`config.mk`:
```
export PLATFORM = sky130hd
export DESIGN_NAME = sscr_top
export DESIGN_NICKNAME = d
export VERILOG_FILES = /design/src/rtl/sscr_pkg.sv /design/src/rtl/sscr_top.sv
export VERILOG_INCLUDE_DIRS = /design/src /design/src/rtl
export SDC_FILE = /design/constraint.sdc
export NUM_CORES = 1
export LEC_CHECK = 0
export ABC_CLOCK_PERIOD_IN_PS = 4000
export BUFFER_PORTS_ARGS = -buffer_cell sky130_fd_sc_hd__buf_4
export CORE_MARGIN = 3
export CORE_UTILIZATION = 53
export DETAILED_ROUTE_END_ITERATION = 7
export PLACE_DENSITY = 0.83
export SLEW_MARGIN = 20
export SYNTH_ARGS = -nofsm -noshare
export SYNTH_HDL_FRONTEND = slang
export SYNTH_SLANG_ARGS = --single-unit
```
`constraint.sdc`:
```
create_clock -name i_clk_sys -period 4 [get_ports i_clk_sys]
set_input_delay 0.4 -clock i_clk_sys [delete_from_list [all_inputs] [get_ports i_clk_sys]]
set_output_delay 0.4 -clock i_clk_sys [all_outputs]
set_load 0.05 [all_outputs]
```
`src/rtl/sscr_regs.svh`:
```
// bit positions, select codes, default values and timing counts of the setup and calibration words
`ifndef SSCR_REGS_SVH
`define SSCR_REGS_SVH

// register select codes carried in the low nibble of every word
`define SSCR_SEL_HI            3
`define SSCR_SEL_LO            0
`define SSCR_SEL_SETUP         4'h0
`define SSCR_SEL_CAL           4'h1

// device setup word fields
`define SSCR_SU_TEST           30
`define SSCR_SU_TRIS           29
`define SSCR_SU_POL            28
`define SSCR_SU_BACKLASH_WIDTH_HI        27
`define SSCR_SU_BACKLASH_WIDTH_LO        26
`define SSCR_SU_REFERENCE_DIVIDER_VALUE_HI        25
`define SSCR_SU_REFERENCE_DIVIDER_VALUE_LO        12
`define SSCR_SU_PD             11
`define SSCR_SU_SRC            10
`define SSCR_SU_RATIO_HI       9
`define SSCR_SU_RATIO_LO       8
`define SSCR_SU_ICP_HI         7
`define SSCR_SU_ICP_LO         5
`define SSCR_SU_RESET          4

// output divide ratio codes
`define SSCR_RATIO_DIV1        2'h0
`define SSCR_RATIO_DIV2        2'h1
`define SSCR_RATIO_DIV4        2'h2

// calibration word fields
`define SSCR_CAL_START         31
`define SSCR_CAL_TARGET_FREQUENCY_MHZ_HI       30
`define SSCR_CAL_TARGET_FREQUENCY_MHZ_LO       18
`define SSCR_CAL_FRAC_HI       17
`define SSCR_CAL_FRAC_LO       11
`define SSCR_CAL_INT_HI        10
`define SSCR_CAL_INT_LO        4

// default values and the hundredths-per-MHz scale factor
`define SSCR_REFERENCE_DIVIDER_VALUE_DEFAULT      14'h0001
`define SSCR_HUNDREDTHS_PER_MHZ 14'h0064

// calibration run length in system clock cycles
`define SSCR_CAL_CYCLES        16'h03E8

// positions in the pin synchroniser vectors
`define SSCR_PIN_SCLK          0
`define SSCR_PIN_SDATA         1
`define SSCR_PIN_STROBE        2
`define SSCR_PIN_BUFEN         3
`define SSCR_PIN_RF            4

`endif

```
`src/rtl/sscr_pkg.sv`:
```
// types for the synthesizer setup and calibration register block
package sscr_pkg;

    // stored fields of the device setup word
    typedef struct packed {
        logic        pump_pulse_test;
        logic        pump_high_impedance;
        logic        detector_polarity;
        logic [1:0]  backlash_width;
        logic [13:0] reference_divider_value;
        logic        buffer_power_down_bit;
        logic        buffer_control_source;
        logic [1:0]  out_ratio;
        logic [2:0]  pump_current_select;
    } sscr_setup_t;

    // stored fields of the calibration word
    typedef struct packed {
        logic        start;
        logic [12:0] target_frequency_mhz;
        logic [6:0]  reference_hundredths;
        logic [6:0]  reference_mhz;
    } sscr_cal_t;

    // whole state of the block
    typedef struct packed {
        logic [4:0]  sync1;
        logic [4:0]  sync2;
        logic [4:0]  prev;
        logic [31:0] shreg;
        sscr_setup_t setup;
        sscr_cal_t   cal;
        logic        cal_busy;
        logic [15:0] cal_count;
        logic [13:0] cal_ref_10khz;
        logic [12:0] cal_target_mhz;
        logic        rf_out;
        logic        div_phase;
        logic        up_obs;
        logic        down_obs;
        logic        pump_oe;
        logic        buffer_on;
    } sscr_state_t;

endpackage : sscr_pkg

```
`src/rtl/sscr_top.sv`:
```
// serial word capture and field decoding of the setup and calibration registers
//
// What this block does
// - synth output divided by one, two or four
// - ratio bits: 00 /1, 01 /2, 10 /4
// - setup bit 30 exposes detector up/down pulses
// - setup bit 29 floats the pump output
// - bits 27:26 pick the backlash pulse width
// - bit 28 picks detector polarity, 1 positive
// - reference divider from bits 25 to 12
// - pump current from bits 7 to 5
// - setup bit 4 returns registers to defaults
// - reference frequency kept in 10 kHz units
// - bits 10:4 hold whole reference MHz
// - bits 17:11 hold hundredths of a MHz
// - calibration runs on the programmed reference values
// - calibration bit 31 starts calibration
// - bit 31 self-clears when calibration ends
// - bits 30:18 hold target frequency in MHz
`include "sscr_regs.svh"

module sscr_top #(
    parameter logic [15:0] CAL_CYCLES = `SSCR_CAL_CYCLES
) (
    input  wire logic        i_clk_sys,
    input  wire logic        i_rst,
    input  wire logic        i_serial_clk,
    input  wire logic        i_serial_data,
    input  wire logic        i_serial_strobe,
    input  wire logic        i_buffer_enable_pin,
    input  wire logic        i_rf_in,
    input  wire logic        i_pfd_up,
    input  wire logic        i_pfd_down,
    output logic             o_rf_out,
    output logic [1:0]       o_out_ratio,
    output logic             o_pump_up_obs,
    output logic             o_pump_down_obs,
    output logic             o_pump_oe,
    output logic             o_pump_high_impedance,
    output logic [1:0]       o_backlash_width,
    output logic             o_detector_polarity,
    output logic [13:0]      o_reference_divider_value,
    output logic [2:0]       o_pump_current_select,
    output logic             o_buffer_on,
    output logic [6:0]       o_reference_mhz,
    output logic [6:0]       o_reference_hundredths,
    output logic [12:0]      o_target_frequency_mhz,
    output logic             o_cal_start_bit,
    output logic             o_cal_busy,
    output logic [13:0]      o_cal_ref_10khz,
    output logic [12:0]      o_cal_target_mhz
);

    // defaults that a reset word or the reset input restore
    localparam sscr_pkg::sscr_setup_t SETUP_DEFAULT = '{
        pump_pulse_test:         1'b0,
        pump_high_impedance:     1'b0,
        detector_polarity:       1'b0,
        backlash_width:          2'h0,
        reference_divider_value: `SSCR_REFERENCE_DIVIDER_VALUE_DEFAULT,
        buffer_power_down_bit:   1'b0,
        buffer_control_source:   1'b0,
        out_ratio:               `SSCR_RATIO_DIV1,
        pump_current_select:     3'h0
    };
    localparam sscr_pkg::sscr_cal_t CAL_DEFAULT = '0;

    sscr_pkg::sscr_state_t st;
    sscr_pkg::sscr_state_t next_st;

    logic        sclk_rise;
    logic        strobe_rise;
    logic        rf_rise;
    logic [31:0] word;
    logic        setup_wr;
    logic        cal_wr;
    logic        cal_done;

    // reference frequency in 10 kHz steps from whole MHz and hundredths
    function automatic logic [13:0] sscr_ref_10khz(input logic [6:0] mhz, input logic [6:0] hund);
        logic [27:0] prod;
        prod = {7'h00, mhz} * {14'h0000, `SSCR_HUNDREDTHS_PER_MHZ};
        return prod[13:0] + {7'h00, hund};
    endfunction : sscr_ref_10khz

    // edge detection on the synchronised pins, word decode
    always_comb begin
        sclk_rise   = st.sync2[`SSCR_PIN_SCLK] & ~st.prev[`SSCR_PIN_SCLK];
        strobe_rise = st.sync2[`SSCR_PIN_STROBE] & ~st.prev[`SSCR_PIN_STROBE];
        rf_rise     = st.sync2[`SSCR_PIN_RF] & ~st.prev[`SSCR_PIN_RF];
        word        = st.shreg;
        setup_wr    = strobe_rise && (word[`SSCR_SEL_HI:`SSCR_SEL_LO] == `SSCR_SEL_SETUP);
        cal_wr      = strobe_rise && (word[`SSCR_SEL_HI:`SSCR_SEL_LO] == `SSCR_SEL_CAL);
        cal_done    = st.cal_busy && (st.cal_count == CAL_CYCLES - 16'h0001);
    end

    // next state of the whole block
    always_comb begin
        next_st = st;

        // two-flop synchronisers; prev holds the settled level of the cycle before
        next_st.sync1 = {i_rf_in, i_buffer_enable_pin, i_serial_strobe, i_serial_data, i_serial_clk};
        next_st.sync2 = st.sync1;
        next_st.prev  = st.sync2;

        // data shifts in first bit as most significant on each serial clock rise
        if (sclk_rise) begin
            next_st.shreg = {st.shreg[30:0], st.sync2[`SSCR_PIN_SDATA]};
        end

        // calibration run; completion clears the start bit
        if (st.cal_busy) begin
            if (cal_done) begin
                next_st.cal_busy  = 1'b0;
                next_st.cal.start = 1'b0;
                next_st.cal_count = 16'h0000;
            end else begin
                next_st.cal_count = st.cal_count + 16'h0001;
            end
        end

        // calibration word: fields load, a start bit launches a run
        if (cal_wr) begin
            next_st.cal.target_frequency_mhz = word[`SSCR_CAL_TARGET_FREQUENCY_MHZ_HI:`SSCR_CAL_TARGET_FREQUENCY_MHZ_LO];
            next_st.cal.reference_hundredths = word[`SSCR_CAL_FRAC_HI:`SSCR_CAL_FRAC_LO];
            next_st.cal.reference_mhz        = word[`SSCR_CAL_INT_HI:`SSCR_CAL_INT_LO];
            if (word[`SSCR_CAL_START]) begin
                // a new start beats a completion in the same cycle
                next_st.cal.start     = 1'b1;
                next_st.cal_busy      = 1'b1;
                next_st.cal_count     = 16'h0000;
                next_st.cal_ref_10khz = sscr_ref_10khz(word[`SSCR_CAL_INT_HI:`SSCR_CAL_INT_LO],
                                                       word[`SSCR_CAL_FRAC_HI:`SSCR_CAL_FRAC_LO]);
                next_st.cal_target_mhz = word[`SSCR_CAL_TARGET_FREQUENCY_MHZ_HI:`SSCR_CAL_TARGET_FREQUENCY_MHZ_LO];
            end
        end

        // setup word: either a register reset or a field load
        if (setup_wr) begin
            if (word[`SSCR_SU_RESET]) begin
                next_st.setup     = SETUP_DEFAULT;
                next_st.cal       = CAL_DEFAULT;
                next_st.cal_busy  = 1'b0;
                next_st.cal_count = 16'h0000;
            end else begin
                next_st.setup.pump_pulse_test         = word[`SSCR_SU_TEST];
                next_st.setup.pump_high_impedance     = word[`SSCR_SU_TRIS];
                next_st.setup.detector_polarity       = word[`SSCR_SU_POL];
                next_st.setup.backlash_width          = word[`SSCR_SU_BACKLASH_WIDTH_HI:`SSCR_SU_BACKLASH_WIDTH_LO];
                next_st.setup.reference_divider_value = word[`SSCR_SU_REFERENCE_DIVIDER_VALUE_HI:`SSCR_SU_REFERENCE_DIVIDER_VALUE_LO];
                next_st.setup.buffer_power_down_bit   = word[`SSCR_SU_PD];
                next_st.setup.buffer_control_source   = word[`SSCR_SU_SRC];
                next_st.setup.out_ratio               = word[`SSCR_SU_RATIO_HI:`SSCR_SU_RATIO_LO];
                next_st.setup.pump_current_select     = word[`SSCR_SU_ICP_HI:`SSCR_SU_ICP_LO];
            end
        end

        // pump drive enable and buffer state follow the new setup at once
        next_st.pump_oe   = ~next_st.setup.pump_high_impedance;
        next_st.buffer_on = next_st.setup.buffer_control_source ?
                            st.sync2[`SSCR_PIN_BUFEN] :
                            ~next_st.setup.buffer_power_down_bit;

        // detector pulses reach the observation outputs only in test mode
        next_st.up_obs   = i_pfd_up & st.setup.pump_pulse_test;
        next_st.down_obs = i_pfd_down & st.setup.pump_pulse_test;

        // output divider; code 11 is unused and behaves as divide by one
        case (st.setup.out_ratio)
            `SSCR_RATIO_DIV2: begin
                if (rf_rise) begin
                    next_st.rf_out = ~st.rf_out;
                end
            end
            `SSCR_RATIO_DIV4: begin
                if (rf_rise) begin
                    next_st.div_phase = ~st.div_phase;
                    if (st.div_phase) begin
                        next_st.rf_out = ~st.rf_out;
                    end
                end
            end
            default: begin
                next_st.rf_out    = st.sync2[`SSCR_PIN_RF];
                next_st.div_phase = 1'b0;
            end
        endcase
    end

    // state register with synchronous reset
    always_ff @(posedge i_clk_sys) begin
        if (i_rst) begin
            st           <= '0;
            st.setup     <= SETUP_DEFAULT;
            st.cal       <= CAL_DEFAULT;
            st.pump_oe   <= 1'b1;
            st.buffer_on <= 1'b1;
        end else begin
            st <= next_st;
        end
    end

    // outputs straight from the state register
    assign o_rf_out                  = st.rf_out;
    assign o_out_ratio               = st.setup.out_ratio;
    assign o_pump_up_obs             = st.up_obs;
    assign o_pump_down_obs           = st.down_obs;
    assign o_pump_oe                 = st.pump_oe;
    assign o_pump_high_impedance     = st.setup.pump_high_impedance;
    assign o_backlash_width          = st.setup.backlash_width;  // 00 1.5ns, 01 0.9ns, 10 3.8ns, 11 2.7ns
    assign o_detector_polarity       = st.setup.detector_polarity;
    assign o_reference_divider_value = st.setup.reference_divider_value;
    assign o_pump_current_select     = st.setup.pump_current_select;
    assign o_buffer_on               = st.buffer_on;
    assign o_reference_mhz           = st.cal.reference_mhz;
    assign o_reference_hundredths    = st.cal.reference_hundredths;
    assign o_target_frequency_mhz    = st.cal.target_frequency_mhz;
    assign o_cal_start_bit           = st.cal.start;
    assign o_cal_busy                = st.cal_busy;
    assign o_cal_ref_10khz           = st.cal_ref_10khz;
    assign o_cal_target_mhz          = st.cal_target_mhz;

    // checks on the decoded fields and the calibration sequence
    localparam int CAL_BOUND = 1000;
endmodule : sscr_top

```
## Word level (Yosys, flattened, before mapping)

Cells that the tools add are included.

| operators by class | value |
|---|---|
| add/subtract/negate cells | 2 |
| multipliers | 1 |
| eq/ne operators | 7 |
| multiplexer cells | 17 |
| bitwise operators | 13 |
| reductions and logical operators | 7 |

Operator list:

| cell | count |
|---|---|
| two-way mux 72 bit | 1 |
| two-way mux 70 bit | 1 |
| two-way mux 45 bit | 1 |
| two-way mux 44 bit | 1 |
| two-way mux 26 bit | 1 |
| two-way mux 17 bit | 1 |
| adder 16 x 1 -> 16 bit, second input constant | 1 |
| equality test 16 x 10 -> 1 bit, second input constant | 1 |
| two-way mux 16 bit | 1 |
| adder 14 x 7 -> 14 bit | 1 |
| multiplier 7 x 5 -> 12 bit, second input constant | 1 |
| NOT 1 bit | 8 |
| two-way mux 1 bit | 7 |
| != test 2 bit, second input constant | 3 |
| AND 1 bit | 5 |
| equality test 4 x 1 -> 1 bit, second input constant | 1 |
| zero test 4 bit | 1 |
| case mux 1 bit (2 select lines) | 2 |
| AND reduction 2 bit | 2 |
| logical AND 1 bit | 3 |
| AND reduction 3 bit | 1 |
| equality test 2 x 1 -> 1 bit, second input constant | 1 |
| equality test 2 bit, second input constant | 1 |
| two-way mux 2 bit | 1 |

| word-level totals | value |
|---|---|
| bits in registers | 151 |
| bits of input ports | 9 |
| output and inout port bits | 84 |
| logic and storage cells | 74 |

## Logic depth before layout (Yosys ltp)

| depth | value |
|---|---|
| depth in word-level cells | 10 |
| mapped depth | 12 |
| depth with buffers taken out | 12 |

## Worst setup path before layout

Ideal clock, no wire load.

| path | value |
|---|---|
| path type | reg2reg |
| start | register st (netlist bit word[7]) |
| end | register st (netlist bit o_cal_ref_10khz[13]) |
| library setup time | 126 ps |
| data arrival time | 2961 ps |
| required time | 3874 ps |
| slack | 913 ps |
| cell stages (with the launch flop) | 11 |
| path buffers | 0 |
| period minus slack after synthesis | 3087 ps |
| path through | dfxtp_1 > ha_1 > ha_1 > fa_1 > ha_1 > a211oi_1 > nor2_1 > xnor2_1 > nor4_2 > a311o_1 > o211ai_1 |

| on the way | value |
|---|---|
| word-level cells in the longest chain between the ends | 2 |

RTL lines:

| what | line | source |
|---|---|---|
| start, declared | sscr_top.sv:68 | `sscr_pkg::sscr_state_t st;` |
| start signal, assigned | sscr_top.sv:199 | `st <= next_st;` |
| multiplier 7 x 5 -> 12 bit | sscr_top.sv:82 | `` prod = {7'h00, mhz} * {14'h0000, `SSCR_HUNDREDTHS_PER_MHZ}; `` |
| adder 14 x 7 -> 14 bit | sscr_top.sv:83 | `return prod[13:0] + {7'h00, hund};` |

Every way passes these cells.
A chain may end at the register's enable or synchronous reset.

## Worst setup path after layout

Ends and elaborated chain as after synthesis.

==> results.yml <==
outcome:
  run_status: "completed"
synthesis:
  post_synth.cell_area_avg_um2: 8.37
  synth_edf_count: 0
  synthFlopType: "dfxtp_1"
  synth_seq_cells: 149
  synth_cell_types: 53
  synth_largest_area_cell: "dfxtp_1"
  async_reset_ff_share_pct: 0
  yosys.area.top_type_share_pct: 44.0
  cell_area_after_technology_mapping_mm2: 0.00679
  synth.top_cells.by_area: "dfxtp_1 44%, nand2_1 12%, buf_4 8.7%, a21oi_1 8.2%, ha_1 6.8%"
  ys_warn_count: 0
  mappedNetlistNets: 860
  syn-instance-count: 811
  synth_sequential_area_ratio_pct: 44.0
drt:
  drtAntennaViolNets: 0
  route.detailed.vias_per_inst: 5.36
  detailedRoute.firstPassIterationCount: 5
  wl_per_cell_um: 15.0
  first_iter_violations: 477
  detail_route.drc_violations: 0
  vias: 5331
  wl_mm: 14.9
layout:
  finish.net_count: 863
  post_route_cells_drive_above_1_share_pct: 17.2
  final_design_area_no_fill_mm2: 0.00770
  flow.area_growth_from_synthesis_pct: 13.5
  antenna_diode_count: 0
cts:
  postCtsHoldBufs: 0
  h-tree-depth: 4
  clock_sink_count: 149
  clock_tree.root_cell: "clkbuf_16"
  cts-resized-gates: 0
  clock_latency_ns: 0.42
  cts_tree: "yes"
  tritoncts.num_buffers: 17
  cts_buffer_depth: 2
  post_cts.repair.setup_buffers: 0
  clk_pin_slew_ns: 0.06
place:
  finalWeightedCongestion: 0.916
  post_dp_cell_area_mm2: 0.00700
  hpwl_after_detailed_placement_mm: 10.1
  port-buffer-count: 92
setup_path:
  critical_path_arrival_ns: 3.71
  critical_path_buf_inv_count: 0
  crit_fanout: 7
  critPathCapture: "o_cal_ref_10khz[13]"
  cp-start-kind: "flip-flop"
  crit_slowest_cell: "dfxtp_1"
  path_depth: 10
  criticalPathCategory: "flip-flop to flip-flop"
  regToRegStartpoint: "word[7]"
  timing.critical_path.max_delay_family: "adder cells"
  timing.critical_path.from: "word[7]"
  r2r_slack_ns: 0.60
  crit_required_ns: 4.30
  worst_path_most_repeated_cell: "ha_1"
  ff2ff_path_depth: 10
  rr_endpoint: "o_cal_ref_10khz[13]"
  critPathCaptureType: "flip-flop"
  path_cells: "ha_1 > ha_1 > fa_1 > ha_1 > a211oi_1 > nor2_1 > xnor2_1 > nor4_2 > a311o_1 > o211ai_1"
  timing.critical_path.slowest_cell_delay_ns: 0.49
timing:
  maxClockFrequency_mhz: 294
  final.min_clock_period_ns: 3.40
  clock-skew-final_ns: 0.00780
  worstMarginPinSlew_ns: 1.05
  grt_setup_unrepaired: "no"
  finalCritPeriodShare_pct: 85.1
  timing_max_transition_violations_final: 0
  maxSlewHeadroom_pct: 30.1
  hold_violations: 0
  setup_viol: 0
  setup_total_negative_slack_ns: 0
power_and_ir_drop:
  p_sw_uw: 656
  p_leak_uw: 0.00315
  internal_power_uw: 2800
  power_switching_share_pct: 19.0
  worst_ir_drop_vdd_uv: 328
  share_comb_of_total_power_pct: 1.9
  pwr_density_cell_mw_per_mm2: 449
  seqPwrFrac_pct: 43.2
  clock_power_share_pct: 54.9
die:
  core.rowCount: 40
  die_w_um: 119
  fp.dieH_um: 119
  design.portCount: 93
  start_util_pct: 55.3
  floorplan.die_area_mm2: 0.0142
  core_region_area_mm2: 0.0123
flow_run:
  maxCapViolCount: 0
grt:
  via_count_of_the_first_global_routing_pass: 4968
  global_route.overflow_total: 0
  groute.usage.overall_pct: 21.6
  grt_antenna_before_repair: 0
  grt_max_degree: 85
  wire_length_of_the_first_global_routing_pass_mm: 24.6
worst_hold_path:
  class_of_the_tightest_hold_or_removal_check: "input port to flip-flop"
power groups by stage:
stage                     combinational (µW)  sequential (µW)  clock [µW]
after global routing                    71.0             1490        1980
after detailed placement                65.3             1530           0
after CTS                               65.3             1490        1920
final                                   64.4             1490        1900
after floorplan                         45.8             1530           0
after global placement                  64.8             1530           0
area by class of cell:
type / count / area (µm²)
clock buffer: 18 / 429
clock inverter: 13 / 279
fill: 1040 / 4560
inverter: 16 / 60.1
multi-input combinational: 531 / 3000
sequential: 149 / 2980
tap: 168 / 210
timing repair buffer: 99 / 743
synth_stat cells (13+ instances only):
cell	n
a21oi_1	111
buf_2	13
buf_4	79
clkbuf_1	18
dfxtp_1	149
ha_1	37
inv_1	16
nand2_1	209
nor2_1	37
nor2b_1	16
xor2_1	19
worst min path at each step:
stage | startpoint | endpoint | cells after the start
6_report | i_serial_clk | next_st[141] | 2
5_1_grt | i_buffer_enable_pin | next_st[144] | 2
4_1_cts | i_serial_data | next_st[142] | 2
3_5_place_dp | next_st[141] | next_st[136] | 1
3_3_place_gp | next_st[142] | next_st[137] | 1
2_1_floorplan | next_st[141] | next_st[136] | 1
state kept, by name (all words and copies together), names as in the netlist, 3 cells and up:
register / flops
next_st: 10
o_cal_ref_10khz: 14
o_cal_target_mhz: 13
o_pump_current_select: 3
o_reference_divider_value: 14
o_reference_hundredths: 7
o_reference_mhz: 7
o_target_frequency_mhz: 13
st: 23
word: 32
placed cells by master, fill, tap and decap left out, drive strengths merged, types with 2 or more instances in the layout:
| cell | count |
|---|---|
| nand3 | 9 |
| a211oi | 9 |
| fa | 3 |
| nand3b | 3 |
| nor3 | 9 |
| o21ai | 6 |
| dfxtp | 149 |
| nor2 | 37 |
| nor3b | 2 |
| a21oi | 112 |
| clkinv | 4 |
| nor4 | 2 |
| and3 | 5 |
| or3 | 2 |
| buf | 99 |
| nand4 | 8 |
| nor2b | 16 |
| xnor2 | 7 |
| and2 | 4 |
| clkbuf | 18 |
| inv | 16 |
| o21bai | 2 |
| nand2b | 5 |
| and4 | 3 |
| nand2 | 210 |
| and3b | 2 |
| a21o | 4 |
| bufinv | 8 |
| xor2 | 19 |
| ha | 37 |
routing by layer:
| layer | GRT usage, % | share of wire, % |
|---|---|---|
| met1 | 28.7 | 44 |
| met2 | 33.8 | 47 |
| met3 | 5.03 | 7.3 |
| met4 | 8.98 | 1.7 |
| met5 | 0 | 0 |
cell families after synthesis:
family,Yosys count,synth area share (%)
simple gates,319,20.7
flops,149,44.0
compound gates,144,12.0
buf+inv,131,12.0
fa+ha+maj,40,7.71
xor+xnor,26,3.36
mux,2,0.313
worst reg2reg max path: stages, from the launching register on:
cell and delay [ns]:
dfxtp_1 0.49, ha_1 0.31, ha_1 0.32, fa_1 0.47, ha_1 0.38, a211oi_1 0.33, nor2_1 0.10, xnor2_1 0.18
nor4_2 0.40, a311o_1 0.23, o211ai_1 0.08
through the flow:
stage	utilization, %	setup WS [ns]	power (µW)	hold slack, ns	std cells
after CTS	62.8	0.612	3480	0.176	994
after global placement	57.1	0.745	1590	0.420	963
after global routing	62.8	0.337	3550	0.193	994
final	62.8	0.597	3460	0.185	994
after detailed placement	57.1	0.672	1590	0.427	963
after floorplan	-	0.913	1570	0.414	811
No activity file was read; power rests on OpenSTA's default activity.
